==> config.mk <==
export PLATFORM = sky130hd
export DESIGN_NAME = haptic_waveform_tuning_regs
export DESIGN_NICKNAME = d
export VERILOG_FILES = /design/src/shared/haptic_tuning_pkg.sv /design/src/verilog/haptic_waveform_tuning_regs.sv /design/src/verilog/step_offset_adjust.sv
export SDC_FILE = /design/constraint.sdc
export NUM_CORES = 1
export LEC_CHECK = 0
export BUFFER_PORTS_ARGS = -buffer_cell sky130_fd_sc_hd__buf_2
export CAP_MARGIN = 20
export CORE_ASPECT_RATIO = 1.2
export CORE_MARGIN = 2
export CORE_UTILIZATION = 40
export CTS_CLUSTER_DIAMETER = 120
export DETAILED_ROUTE_END_ITERATION = 8
export GPL_TIMING_DRIVEN = 0
export PLACE_DENSITY_LB_ADDON = 0.08
export SLEW_MARGIN = 40
export SYNTH_ARGS = -nofsm -noshare
export SYNTH_HDL_FRONTEND = slang
export SYNTH_HIERARCHICAL = 1
export SYNTH_SLANG_ARGS = --single-unit
==> constraint.sdc <==
create_clock -name core_clk -period 5.8 [get_ports core_clk]
set_input_delay 0.58 -clock core_clk [delete_from_list [all_inputs] [get_ports core_clk]]
set_output_delay 0.58 -clock core_clk [all_outputs]
set_load 0.01 [all_outputs]
==> src/shared/haptic_tuning_pkg.sv <==
package haptic_tuning_pkg;

	localparam int ADDR_W = 8;
	localparam int DATA_W = 8;
	localparam int DUR_W  = 16;

	// register offsets
	localparam logic [7:0] NEG_SUSTAIN_OFS   = 8'h1C;
	localparam logic [7:0] BRAKE_OFS         = 8'h1D;
	localparam logic [7:0] FULL_SCALE_OFS    = 8'h1F;
	localparam logic [7:0] OD_LIMIT_OFS      = 8'h20;
	localparam logic [7:0] LOSS_COMP_OFS     = 8'h21;
	localparam logic [7:0] GAIN_BASIS_OFS    = 8'h22;

	// reset values
	localparam logic [7:0] NEG_SUSTAIN_RST   = 8'h00;
	localparam logic [7:0] BRAKE_RST         = 8'h00;
	localparam logic [7:0] FULL_SCALE_RST    = 8'h3F;
	localparam logic [7:0] OD_LIMIT_RST      = 8'h89;
	localparam logic [7:0] LOSS_COMP_RST     = 8'h0D;
	localparam logic [7:0] GAIN_BASIS_RST    = 8'h6D;
	localparam logic [7:0] READ_ZERO         = 8'h00;

	localparam logic [15:0] DUR_ZERO         = 16'h0000;
	localparam logic [7:0]  LEVEL_ZERO       = 8'h00;

	// host control port request
	typedef struct packed {
		logic              wr;
		logic              rd;
		logic [ADDR_W-1:0] addr;
		logic [DATA_W-1:0] wdata;
	} host_req_type;

	// one library waveform sample as the playback engine presents it
	typedef struct packed {
		logic              valid;
		logic signed [7:0] level;
		logic [DUR_W-1:0]  steps;
		logic signed [7:0] wave_max;
		logic signed [7:0] wave_min;
	} sample_type;

	// calibration result
	typedef struct packed {
		logic       done;
		logic [7:0] loss_comp;
		logic [7:0] gain_basis;
	} calib_type;

	typedef enum logic [1:0] {
		PORTION_OVERDRIVE,
		PORTION_BRAKE,
		PORTION_NEG_SUSTAIN,
		PORTION_OTHER
	} portion_type;

endpackage

==> src/verilog/haptic_waveform_tuning_regs.sv <==
// How it works
// negative-sustain samples gain a signed count of step periods.
// a negative sample other than the maximum and the minimum counts as negative sustain.
// braking samples gain a signed count of step periods.
// braking samples are those at the waveform's most negative level.
// the brake offset acts only in open loop and is ignored in closed loop.
// the full-scale reference sets closed-loop full scale, reset 63.
// the host loads the full-scale reference before starting calibration.
// the host recalibrates after changing the full-scale reference.
// closed-loop overdrive and brake drive is held to a limit, reset 137.
// a finished calibration stores the loss compensation result, reset 13.
// calibration derives the loss compensation from measured impedance.
// the closed-loop feedback gain comes from its register, reset 109.
// the waveform's maximum sample is overdrive and never sustain.
// a negative offset longer than the portion gives zero, not a wrap.
module haptic_waveform_tuning_regs (
	// clock and reset
	input  wire logic                            core_clk,
	input  wire logic                            rst_b,
	// host control port
	input  wire haptic_tuning_pkg::host_req_type host_req,
	output logic [7:0]                           host_rdata,
	// playback engine
	input  wire logic                            closed_loop,
	input  wire haptic_tuning_pkg::sample_type   sample_in,
	input  wire logic [7:0]                      drive_req,
	output logic                                 sample_out_valid,
	output logic [15:0]                          sample_out_steps,
	output logic [7:0]                           drive_level,
	output logic [7:0]                           full_scale,
	output logic [7:0]                           gain_basis,
	// calibration engine
	input  wire haptic_tuning_pkg::calib_type    calib_in,
	output logic [7:0]                           calib_full_scale
);

	logic [7:0]  neg_sustain_r;
	logic [7:0]  brake_r;
	logic [7:0]  full_scale_r;
	logic [7:0]  od_limit_r;
	logic [7:0]  loss_comp_r;
	logic [7:0]  gain_basis_r;
	logic [7:0]  rdata_nxt;
	haptic_tuning_pkg::portion_type portion;
	logic [7:0]  ofs_sel;
	logic        ofs_en;
	logic [15:0] adj_steps;
	logic        boost;

	////////////////////////////////////////////////////////////////////////
	// register writes

	always_ff @(posedge core_clk or negedge rst_b) begin
		if (!rst_b) begin
			neg_sustain_r <= haptic_tuning_pkg::NEG_SUSTAIN_RST;
			brake_r       <= haptic_tuning_pkg::BRAKE_RST;
			full_scale_r  <= haptic_tuning_pkg::FULL_SCALE_RST;
			od_limit_r    <= haptic_tuning_pkg::OD_LIMIT_RST;
		end else if (host_req.wr) begin
			case (host_req.addr)
				haptic_tuning_pkg::NEG_SUSTAIN_OFS:
					neg_sustain_r <= host_req.wdata;
				haptic_tuning_pkg::BRAKE_OFS:
					brake_r <= host_req.wdata;
				haptic_tuning_pkg::FULL_SCALE_OFS:
					full_scale_r <= host_req.wdata;
				haptic_tuning_pkg::OD_LIMIT_OFS:
					od_limit_r <= host_req.wdata;
				default: ;
			endcase
		end
	end

	// calibration result wins over a host write in the same cycle
	always_ff @(posedge core_clk or negedge rst_b) begin
		if (!rst_b) begin
			loss_comp_r  <= haptic_tuning_pkg::LOSS_COMP_RST;
			gain_basis_r <= haptic_tuning_pkg::GAIN_BASIS_RST;
		end else if (calib_in.done) begin
			loss_comp_r  <= calib_in.loss_comp;
			gain_basis_r <= calib_in.gain_basis;
		end else if (host_req.wr) begin
			if (host_req.addr == haptic_tuning_pkg::LOSS_COMP_OFS)
				loss_comp_r <= host_req.wdata;
			if (host_req.addr == haptic_tuning_pkg::GAIN_BASIS_OFS)
				gain_basis_r <= host_req.wdata;
		end
	end

	////////////////////////////////////////////////////////////////////////
	// register reads, registered one cycle after rd

	always_comb begin
		case (host_req.addr)
			haptic_tuning_pkg::NEG_SUSTAIN_OFS: rdata_nxt = neg_sustain_r;
			haptic_tuning_pkg::BRAKE_OFS:       rdata_nxt = brake_r;
			haptic_tuning_pkg::FULL_SCALE_OFS:  rdata_nxt = full_scale_r;
			haptic_tuning_pkg::OD_LIMIT_OFS:    rdata_nxt = od_limit_r;
			haptic_tuning_pkg::LOSS_COMP_OFS:   rdata_nxt = loss_comp_r;
			haptic_tuning_pkg::GAIN_BASIS_OFS:  rdata_nxt = gain_basis_r;
			default: rdata_nxt = haptic_tuning_pkg::READ_ZERO;
		endcase
	end

	always_ff @(posedge core_clk or negedge rst_b) begin
		if (!rst_b)
			host_rdata <= haptic_tuning_pkg::READ_ZERO;
		else if (host_req.rd)
			host_rdata <= rdata_nxt;
	end

	////////////////////////////////////////////////////////////////////////
	// sample classification

	always_comb begin
		if (sample_in.level == sample_in.wave_max)
			portion = haptic_tuning_pkg::PORTION_OVERDRIVE;
		else if (sample_in.level == sample_in.wave_min && sample_in.level < 0)
			portion = haptic_tuning_pkg::PORTION_BRAKE;
		else if (sample_in.level < 0)
			portion = haptic_tuning_pkg::PORTION_NEG_SUSTAIN;
		else
			portion = haptic_tuning_pkg::PORTION_OTHER;
	end

	// brake offset only in open loop; closed loop brakes on its own
	always_comb begin
		case (portion)
			haptic_tuning_pkg::PORTION_NEG_SUSTAIN: begin
				ofs_sel = neg_sustain_r;
				ofs_en  = 1'b1;
			end
			haptic_tuning_pkg::PORTION_BRAKE: begin
				ofs_sel = brake_r;
				ofs_en  = !closed_loop;
			end
			default: begin
				ofs_sel = haptic_tuning_pkg::READ_ZERO;
				ofs_en  = 1'b0;
			end
		endcase
	end

	// lengths are in step periods, so the offset adds directly
	step_offset_adjust u_adjust (
		.base_steps (sample_in.steps),
		.offset     (ofs_sel),
		.enable     (ofs_en),
		.adj_steps  (adj_steps)
	);

	////////////////////////////////////////////////////////////////////////
	// playback outputs

	assign boost = closed_loop
		&& (portion == haptic_tuning_pkg::PORTION_OVERDRIVE
		|| portion == haptic_tuning_pkg::PORTION_BRAKE);

	always_ff @(posedge core_clk or negedge rst_b) begin
		if (!rst_b) begin
			sample_out_valid <= 1'b0;
			sample_out_steps <= haptic_tuning_pkg::DUR_ZERO;
			drive_level      <= haptic_tuning_pkg::LEVEL_ZERO;
		end else begin
			sample_out_valid <= sample_in.valid;
			sample_out_steps <= adj_steps;
			if (boost && drive_req > od_limit_r)
				drive_level <= od_limit_r;
			else
				drive_level <= drive_req;
		end
	end

	// reference copies for closed loop and calibration
	assign full_scale       = full_scale_r;
	assign calib_full_scale = full_scale_r;
	assign gain_basis       = gain_basis_r;
endmodule // haptic_waveform_tuning_regs

==> src/verilog/step_offset_adjust.sv <==
module step_offset_adjust (
	// base length and signed offset
	input  wire logic [15:0] base_steps,
	input  wire logic [7:0]  offset,
	input  wire logic        enable,
	// adjusted length
	output logic      [15:0] adj_steps
);

	logic signed [17:0] sum;

	// clamp at zero instead of wrapping
	always_comb begin
		sum = $signed({2'b00, base_steps}) + 18'($signed(offset));
		if (!enable)
			adj_steps = base_steps;
		else if (sum < 0)
			adj_steps = haptic_tuning_pkg::DUR_ZERO;
		else if (sum[17:16] != 2'b00)
			adj_steps = '1;
		else
			adj_steps = sum[15:0];
	end

endmodule // step_offset_adjust
# Yosys cells after proc, flatten, opt, wreduce, memory -nomap -nowiden

Index checks and enable logic that the tools add are counted.

Bits in registers: 81
Input bits: 87

Eq/ne operators: 10
Order comparisons: 3
Add/subtract/negate cells: 1
Reduce and logical (&&, ||, !) cells: 16
Muxes and demuxes: 16

Operators by type and width:

| kind                                                                           | count |
|---|---|
| 8-bit two-way mux                                                              | 7 |
| 16-bit two-way mux                                                             | 3 |
| 8-bit case mux with 6 select lines                                             | 1 |
| 8-bit by 5-bit == test with 1-bit output (second input constant)               | 3 |
| 8-bit by 6-bit == test with 1-bit output (second input constant)               | 3 |
| 17-bit by 8-bit adder with 18-bit output                                       | 1 |
| 18-bit by 1-bit less-than comparator with 1-bit output (second input constant) | 1 |
| 8-bit == test                                                                  | 2 |
| 8-bit case mux with 2 select lines                                             | 1 |
| 2-bit AND reduction                                                            | 6 |
| 8-bit > comparator                                                             | 1 |
| 8-bit by 1-bit less-than comparator with 1-bit output (second input constant)  | 1 |
| 2-bit nonzero test                                                             | 4 |
| 2-bit two-way mux                                                              | 2 |
| 1-bit logical AND                                                              | 3 |
| 2-bit by 1-bit == test with 1-bit output (second input constant)               | 1 |
| 2-bit == test (second input constant)                                          | 1 |
| 2-bit logical NOT                                                              | 1 |
| 1-bit case mux with 2 select lines                                             | 1 |
| 1-bit logical NOT                                                              | 1 |
| 1-bit logical OR                                                               | 1 |
| 1-bit two-way mux                                                              | 1 |

# Depth between registers and ports, before layout

Depth after elaboration: 11
Depth in mapped cells: 19

# Modules after synthesis

The synthesis kept the hierarchy.

By module, submodules not included:

| module                      | cells an instance | times used | sequential area each (µm²) | area an instance (µm²) |
|---|---|---|---|---|
| haptic_waveform_tuning_regs | 358               | 1          | 2,048.2                    | 4,045.1 |
| step_offset_adjust          | 189               | 1          | 0.0                        | 1,365.1 |

# Least setup slack after synthesis

OpenSTA, ideal clock, no wires.

Path type: input-to-reg
Start point: input port sample_in[1] in the netlist's numbering
End point: register sample_out_steps[2]
Setup slack: 1.584 ns
Setup time: 0.126 ns
Arrival: 4.090 ns
Stages: 18
Cell sequence: xnor2_1 -> nand4_1 -> nor3_1 -> or2_2 -> ha_1 -> clkbuf_1 -> a22oi_1 -> nor2_1 -> ha_1 -> clkbuf_2 -> a21o_1 -> a31oi_1 -> o21ai_0 -> o31ai_2 -> and2_4 -> buf_6 -> a211oi_1 -> a221o_1

Cells in the longest elaborated chain, start to end: 11
Elaborated cells between the ends (all ways): 14
Classes of those cells: add/sub: 1; order compare: 1; eq/ne: 3; mux: 7; reduce/logical: 2

RTL lines:

| item                                                                                           | RTL line                           | source |
|---|---|---|
| start: declaration                                                                             | haptic_waveform_tuning_regs.sv:25  | `input wire haptic_tuning_pkg::sample_type sample_in,` |
| 8-bit == test (*)                                                                              | haptic_waveform_tuning_regs.sv:118 | `else if (sample_in.level == sample_in.wave_min && sample_in.level < 0)` |
| 1-bit logical AND (*)                                                                          | haptic_waveform_tuning_regs.sv:118 |  |
| 2-bit two-way mux (*)                                                                          | haptic_waveform_tuning_regs.sv:118 |  |
| 2-bit two-way mux (*)                                                                          | haptic_waveform_tuning_regs.sv:116 | `if (sample_in.level == sample_in.wave_max)` |
| 2-bit by 1-bit == test with 1-bit output or 2-bit == test (tied branches)                      | haptic_waveform_tuning_regs.sv:128 | `case (portion)` |
| 8-bit case mux with 2 select lines (*)                                                         | haptic_waveform_tuning_regs.sv:128 |  |
| via ofs_sel[7]                                                                                 | haptic_waveform_tuning_regs.sv:45  | `logic [7:0] ofs_sel;` |
| 17-bit by 8-bit adder with 18-bit output (*)                                                   | step_offset_adjust.sv:14           | `sum = $signed({2'b00, base_steps}) + 18'($signed(offset));` |
| branches (longest 2 deep; another with 18-bit by 1-bit less-than comparator with 1-bit output) | --                                 |  |
| 16-bit two-way mux (*)                                                                         | step_offset_adjust.sv:17           | `else if (sum < 0)` |
| 16-bit two-way mux (*)                                                                         | step_offset_adjust.sv:15           | `if (!enable)` |
| via adj_steps[2]                                                                               | haptic_waveform_tuning_regs.sv:47  | `logic [15:0] adj_steps;` |
| end signal: assignment                                                                         | haptic_waveform_tuning_regs.sv:162 | `sample_out_steps <= haptic_tuning_pkg::DUR_ZERO;` |
| end signal: assignment                                                                         | haptic_waveform_tuning_regs.sv:166 | `sample_out_steps <= adj_steps;` |
| end: declaration                                                                               | haptic_waveform_tuning_regs.sv:28  | `output logic [15:0] sample_out_steps,` |

Mark *: on every way through the listed nets, which the timed path passes.
A chain may end at the register's enable or synchronous reset.

# Worst setup path in the final report

Start point: input port sample_in[1] in the netlist's numbering
End point: register sample_out_steps[15]

Same word-level chain as after synthesis.

==> reports/qor.yml <==
die:
  die_w_um: 110
  fp.dieH_um: 131
  dieArea_sq_um: 14500
  ios: 144
  start_util_pct: 40.9
  num_rows: 46
  design.core.area_sq_um: 13200
sta:
  worst_slack_ps: 943
  skew_ps: 6.81
  tightest_slew_ps: 698
  rsz0062_at_grt: "no"
  timing.final.crit_period_ps: 4860
  relSlewSlack_pct: 53.4
  slew_viol_final: 0
  hold_viol: 0
  fmax_mhz: 206
  hold_ws_ps: 137
  final.period_utilization_pct: 83.7
  fin_tns_setup_ps: 0
  setup_viol: 0
clock_tree:
  cts_tree: "yes"
  cts_root_buf: "clkbuf_16"
  postCtsResizedCells: 0
  holdBufCountCts: 0
  cts.sinks: 81
  cts_buffers: 9
  htreeDepth: 3
  clk_latency_ps: 340
  clock_path_buffers: 2
  clkTransAtPathRegs_ps: 60
  cts_setup_buffers: 0
drt:
  firstDrtPassIters: 4
  wire_per_inst_um: 17.9
  ant_nets: 0
  vias: 4740
  drc: 0
  vias_per_cell: 5.43
  drt_iter0_drc: 206
  wirelength_mm: 15.6
finish:
  layout.nets: 815
  syn_to_final_growth_pct: 24.0
  layout_commonest_cell: "buf_2"
  layout_common_cells: "buf_2, dfrtp_1, mux2_2"
  diodes: 0
  drive_gt1_share_pct: 38.3
pwr:
  pwr_density_cell_nw_per_um2: 231
  finalPower_w: 0.00155
  ir_drop_v: 0.000118
  power.static_leakage_nw: 3.24
global_route:
  grt_max_degree: 46
  overflow: 0
  grt_pass1_wl_mm: 24.9
  grt_antenna_before_repair: 0
  grt_pass1_vias: 4817
  grt_usage_pct: 22.3
flow_run:
  cap_violations: 0
critical_path:
  worstSetupStartpointType: "primary input"
  startpoint: "sample_in[1]"
  r2r_end: "sample_out_steps[15]"
  rr_worst_depth: 11
  cp_slowest_cell: "nor2_2"
  critical_path_class: "primary input to register"
  arrival_ps: 5070
  cpMostUsedCell: "ha_1"
  crit_chain: "buf_2 -> xnor2_1 -> nand4_1 -> nor3_1 -> or2_2 -> ha_1 -> clkbuf_1 -> a22oi_1 -> nor2_2 -> ha_1 -> clkbuf_2 -> a21o_1 -> a31oi_1 -> o21ai_0 -> o31ai_2 -> nand2_1 -> buf_6 -> a2111oi_2"
  end_kind: "register"
  worstReg2RegStart: "brake_r[7]"
  cp_max_fo: 13
  worstSetupEndpoint: "sample_out_steps[15]"
  slowest_delay_ps: 570
  required_ps: 6010
  worst-r2r-setup-slack_ps: 2300
placed_design:
  portBuffers: 141
  place_ws_ps: 546
  hpwl_mm: 12.1
  place.gp.congestion: 0.932
synth:
  syn_avg_cell_area_sq_um: 9.89
  synth_edf_count: 0
  async_reset_ff_share_pct: 100
  synth_cells: 547
  synth_seq_cells: 81
  ys_warn_count: 6
  syn_area_sq_um: 5410
  yosys-top-cells-area: "dfrtp_1, mux2_2, dfstp_2"
  yosysUniqueCellTypes: 59
  synthFlopType: "dfrtp_1"
  yosysSeqAreaShare_pct: 37.9
  synth_top_area_share_pct: 29.6
  yosysTopAreaCell: "dfrtp_1"
  syn-num-nets: 662
worst_hold_path:
  hold_class: "primary input to async pin"
run_status:
  outcome: "complete, no violations"
-- metal layers --
layer,global-route usage [%],routed length (um)
met5,0,0
met4,8.19,311
met3,2.73,680
met2,39.8,8420
met1,26.7,6190
-- power breakdown --
group	switching, W	leakage (nW)	internal (W)	total, W
logic	0.000142	2.09	0.000115	0.000257
clock network	0.000242	0.162	0.000421	0.000663
registers	0.0000230	0.986	0.000609	0.000632
total	0.000407	3.24	0.00114	0.00155
-- state kept, by name, indices dropped and copies added, names as in the netlist --
| signal | flops |
|---|---|
| neg_sustain_r | 8 |
| brake_r | 8 |
| od_limit_r | 8 |
| calib_full_scale | 8 |
| loss_comp_r | 8 |
| host_rdata | 8 |
| gain_basis | 8 |
| sample_out_valid | 1 |
| drive_level | 8 |
| sample_out_steps | 16 |
-- cells by family (layout without fill, tap and decap cells) --
| logic type | after synthesis | in the layout | share of synthesized area [%] |
|---|---|---|---|
| compound gates | 149 | 149 | 18.9 |
| xor+xnor | 27 | 27 | 4.37 |
| fa+ha+maj | 28 | 28 | 6.61 |
| buf+inv | 58 | 216 | 5.55 |
| flops | 81 | 81 | 37.9 |
| mux | 74 | 74 | 14.8 |
| simple gates | 130 | 130 | 11.8 |
-- critical path: cells and delay by family --
family	cells	cell delay, ps
compound gates	6	1600
simple gates	5	1450
buf+inv	4	800
fa+ha+maj	2	470
xor+xnor	1	150
-- layout make-up --
type | count | area (sq um)
fillers | 1283 | 6530
multi-input cells | 408 | 3060
flip-flops and latches | 81 | 2050
repair buffers | 142 | 739
clock buffers | 9 | 225
plain buffers | 37 | 221
well taps | 168 | 210
clock inverters | 7 | 119
inverters | 21 | 78.8
-- worst min path at each step --
stage	startpoint	endpoint	slack, ps	depth (start not counted)
finish	rst_b	drive_level[5]	140	1
global route	rst_b	drive_level[3]	160	1
CTS	rst_b	drive_level[3]	150	1
detailed placement	rst_b	drive_level[2]	510	1
global placement	host_rdata[3]	host_rdata[3]	510	2
floorplan	rst_b	brake_r[0]	280	0
-- synth_stat cells, types with 3 or more instances --
cell      count
dfrtp_1      64
mux2_2       49
nor2_1       45
nand2_1      41
o21ai_0      35
a21oi_1      33
ha_1         27
mux2i_1      25
xnor2_1      22
inv_1        21
dfstp_2      17
a22oi_1      16
clkbuf_1     13
o211ai_1     10
a211oi_1      9
a21o_1        9
buf_4         9
o221ai_1      9
buf_2         8
nand4_1       7
a221o_1       6
buf_6         5
nand3_1       5
xor2_1        5
nor2_2        4
nor2b_1       4
nor3_1        4
o21a_1        4
a31oi_1       3
and4_1        3
nand2b_1      3
-- metrics by stage --
stage,util [%],instance area [sq um],cells
floorplan,-,5410,547
global placement,47.8,6330,856
detailed placement,48.1,6360,857
CTS,50.7,6710,873
global route,50.7,6710,873
finish,50.7,6710,873
Power figures use the tool's default switching activity.
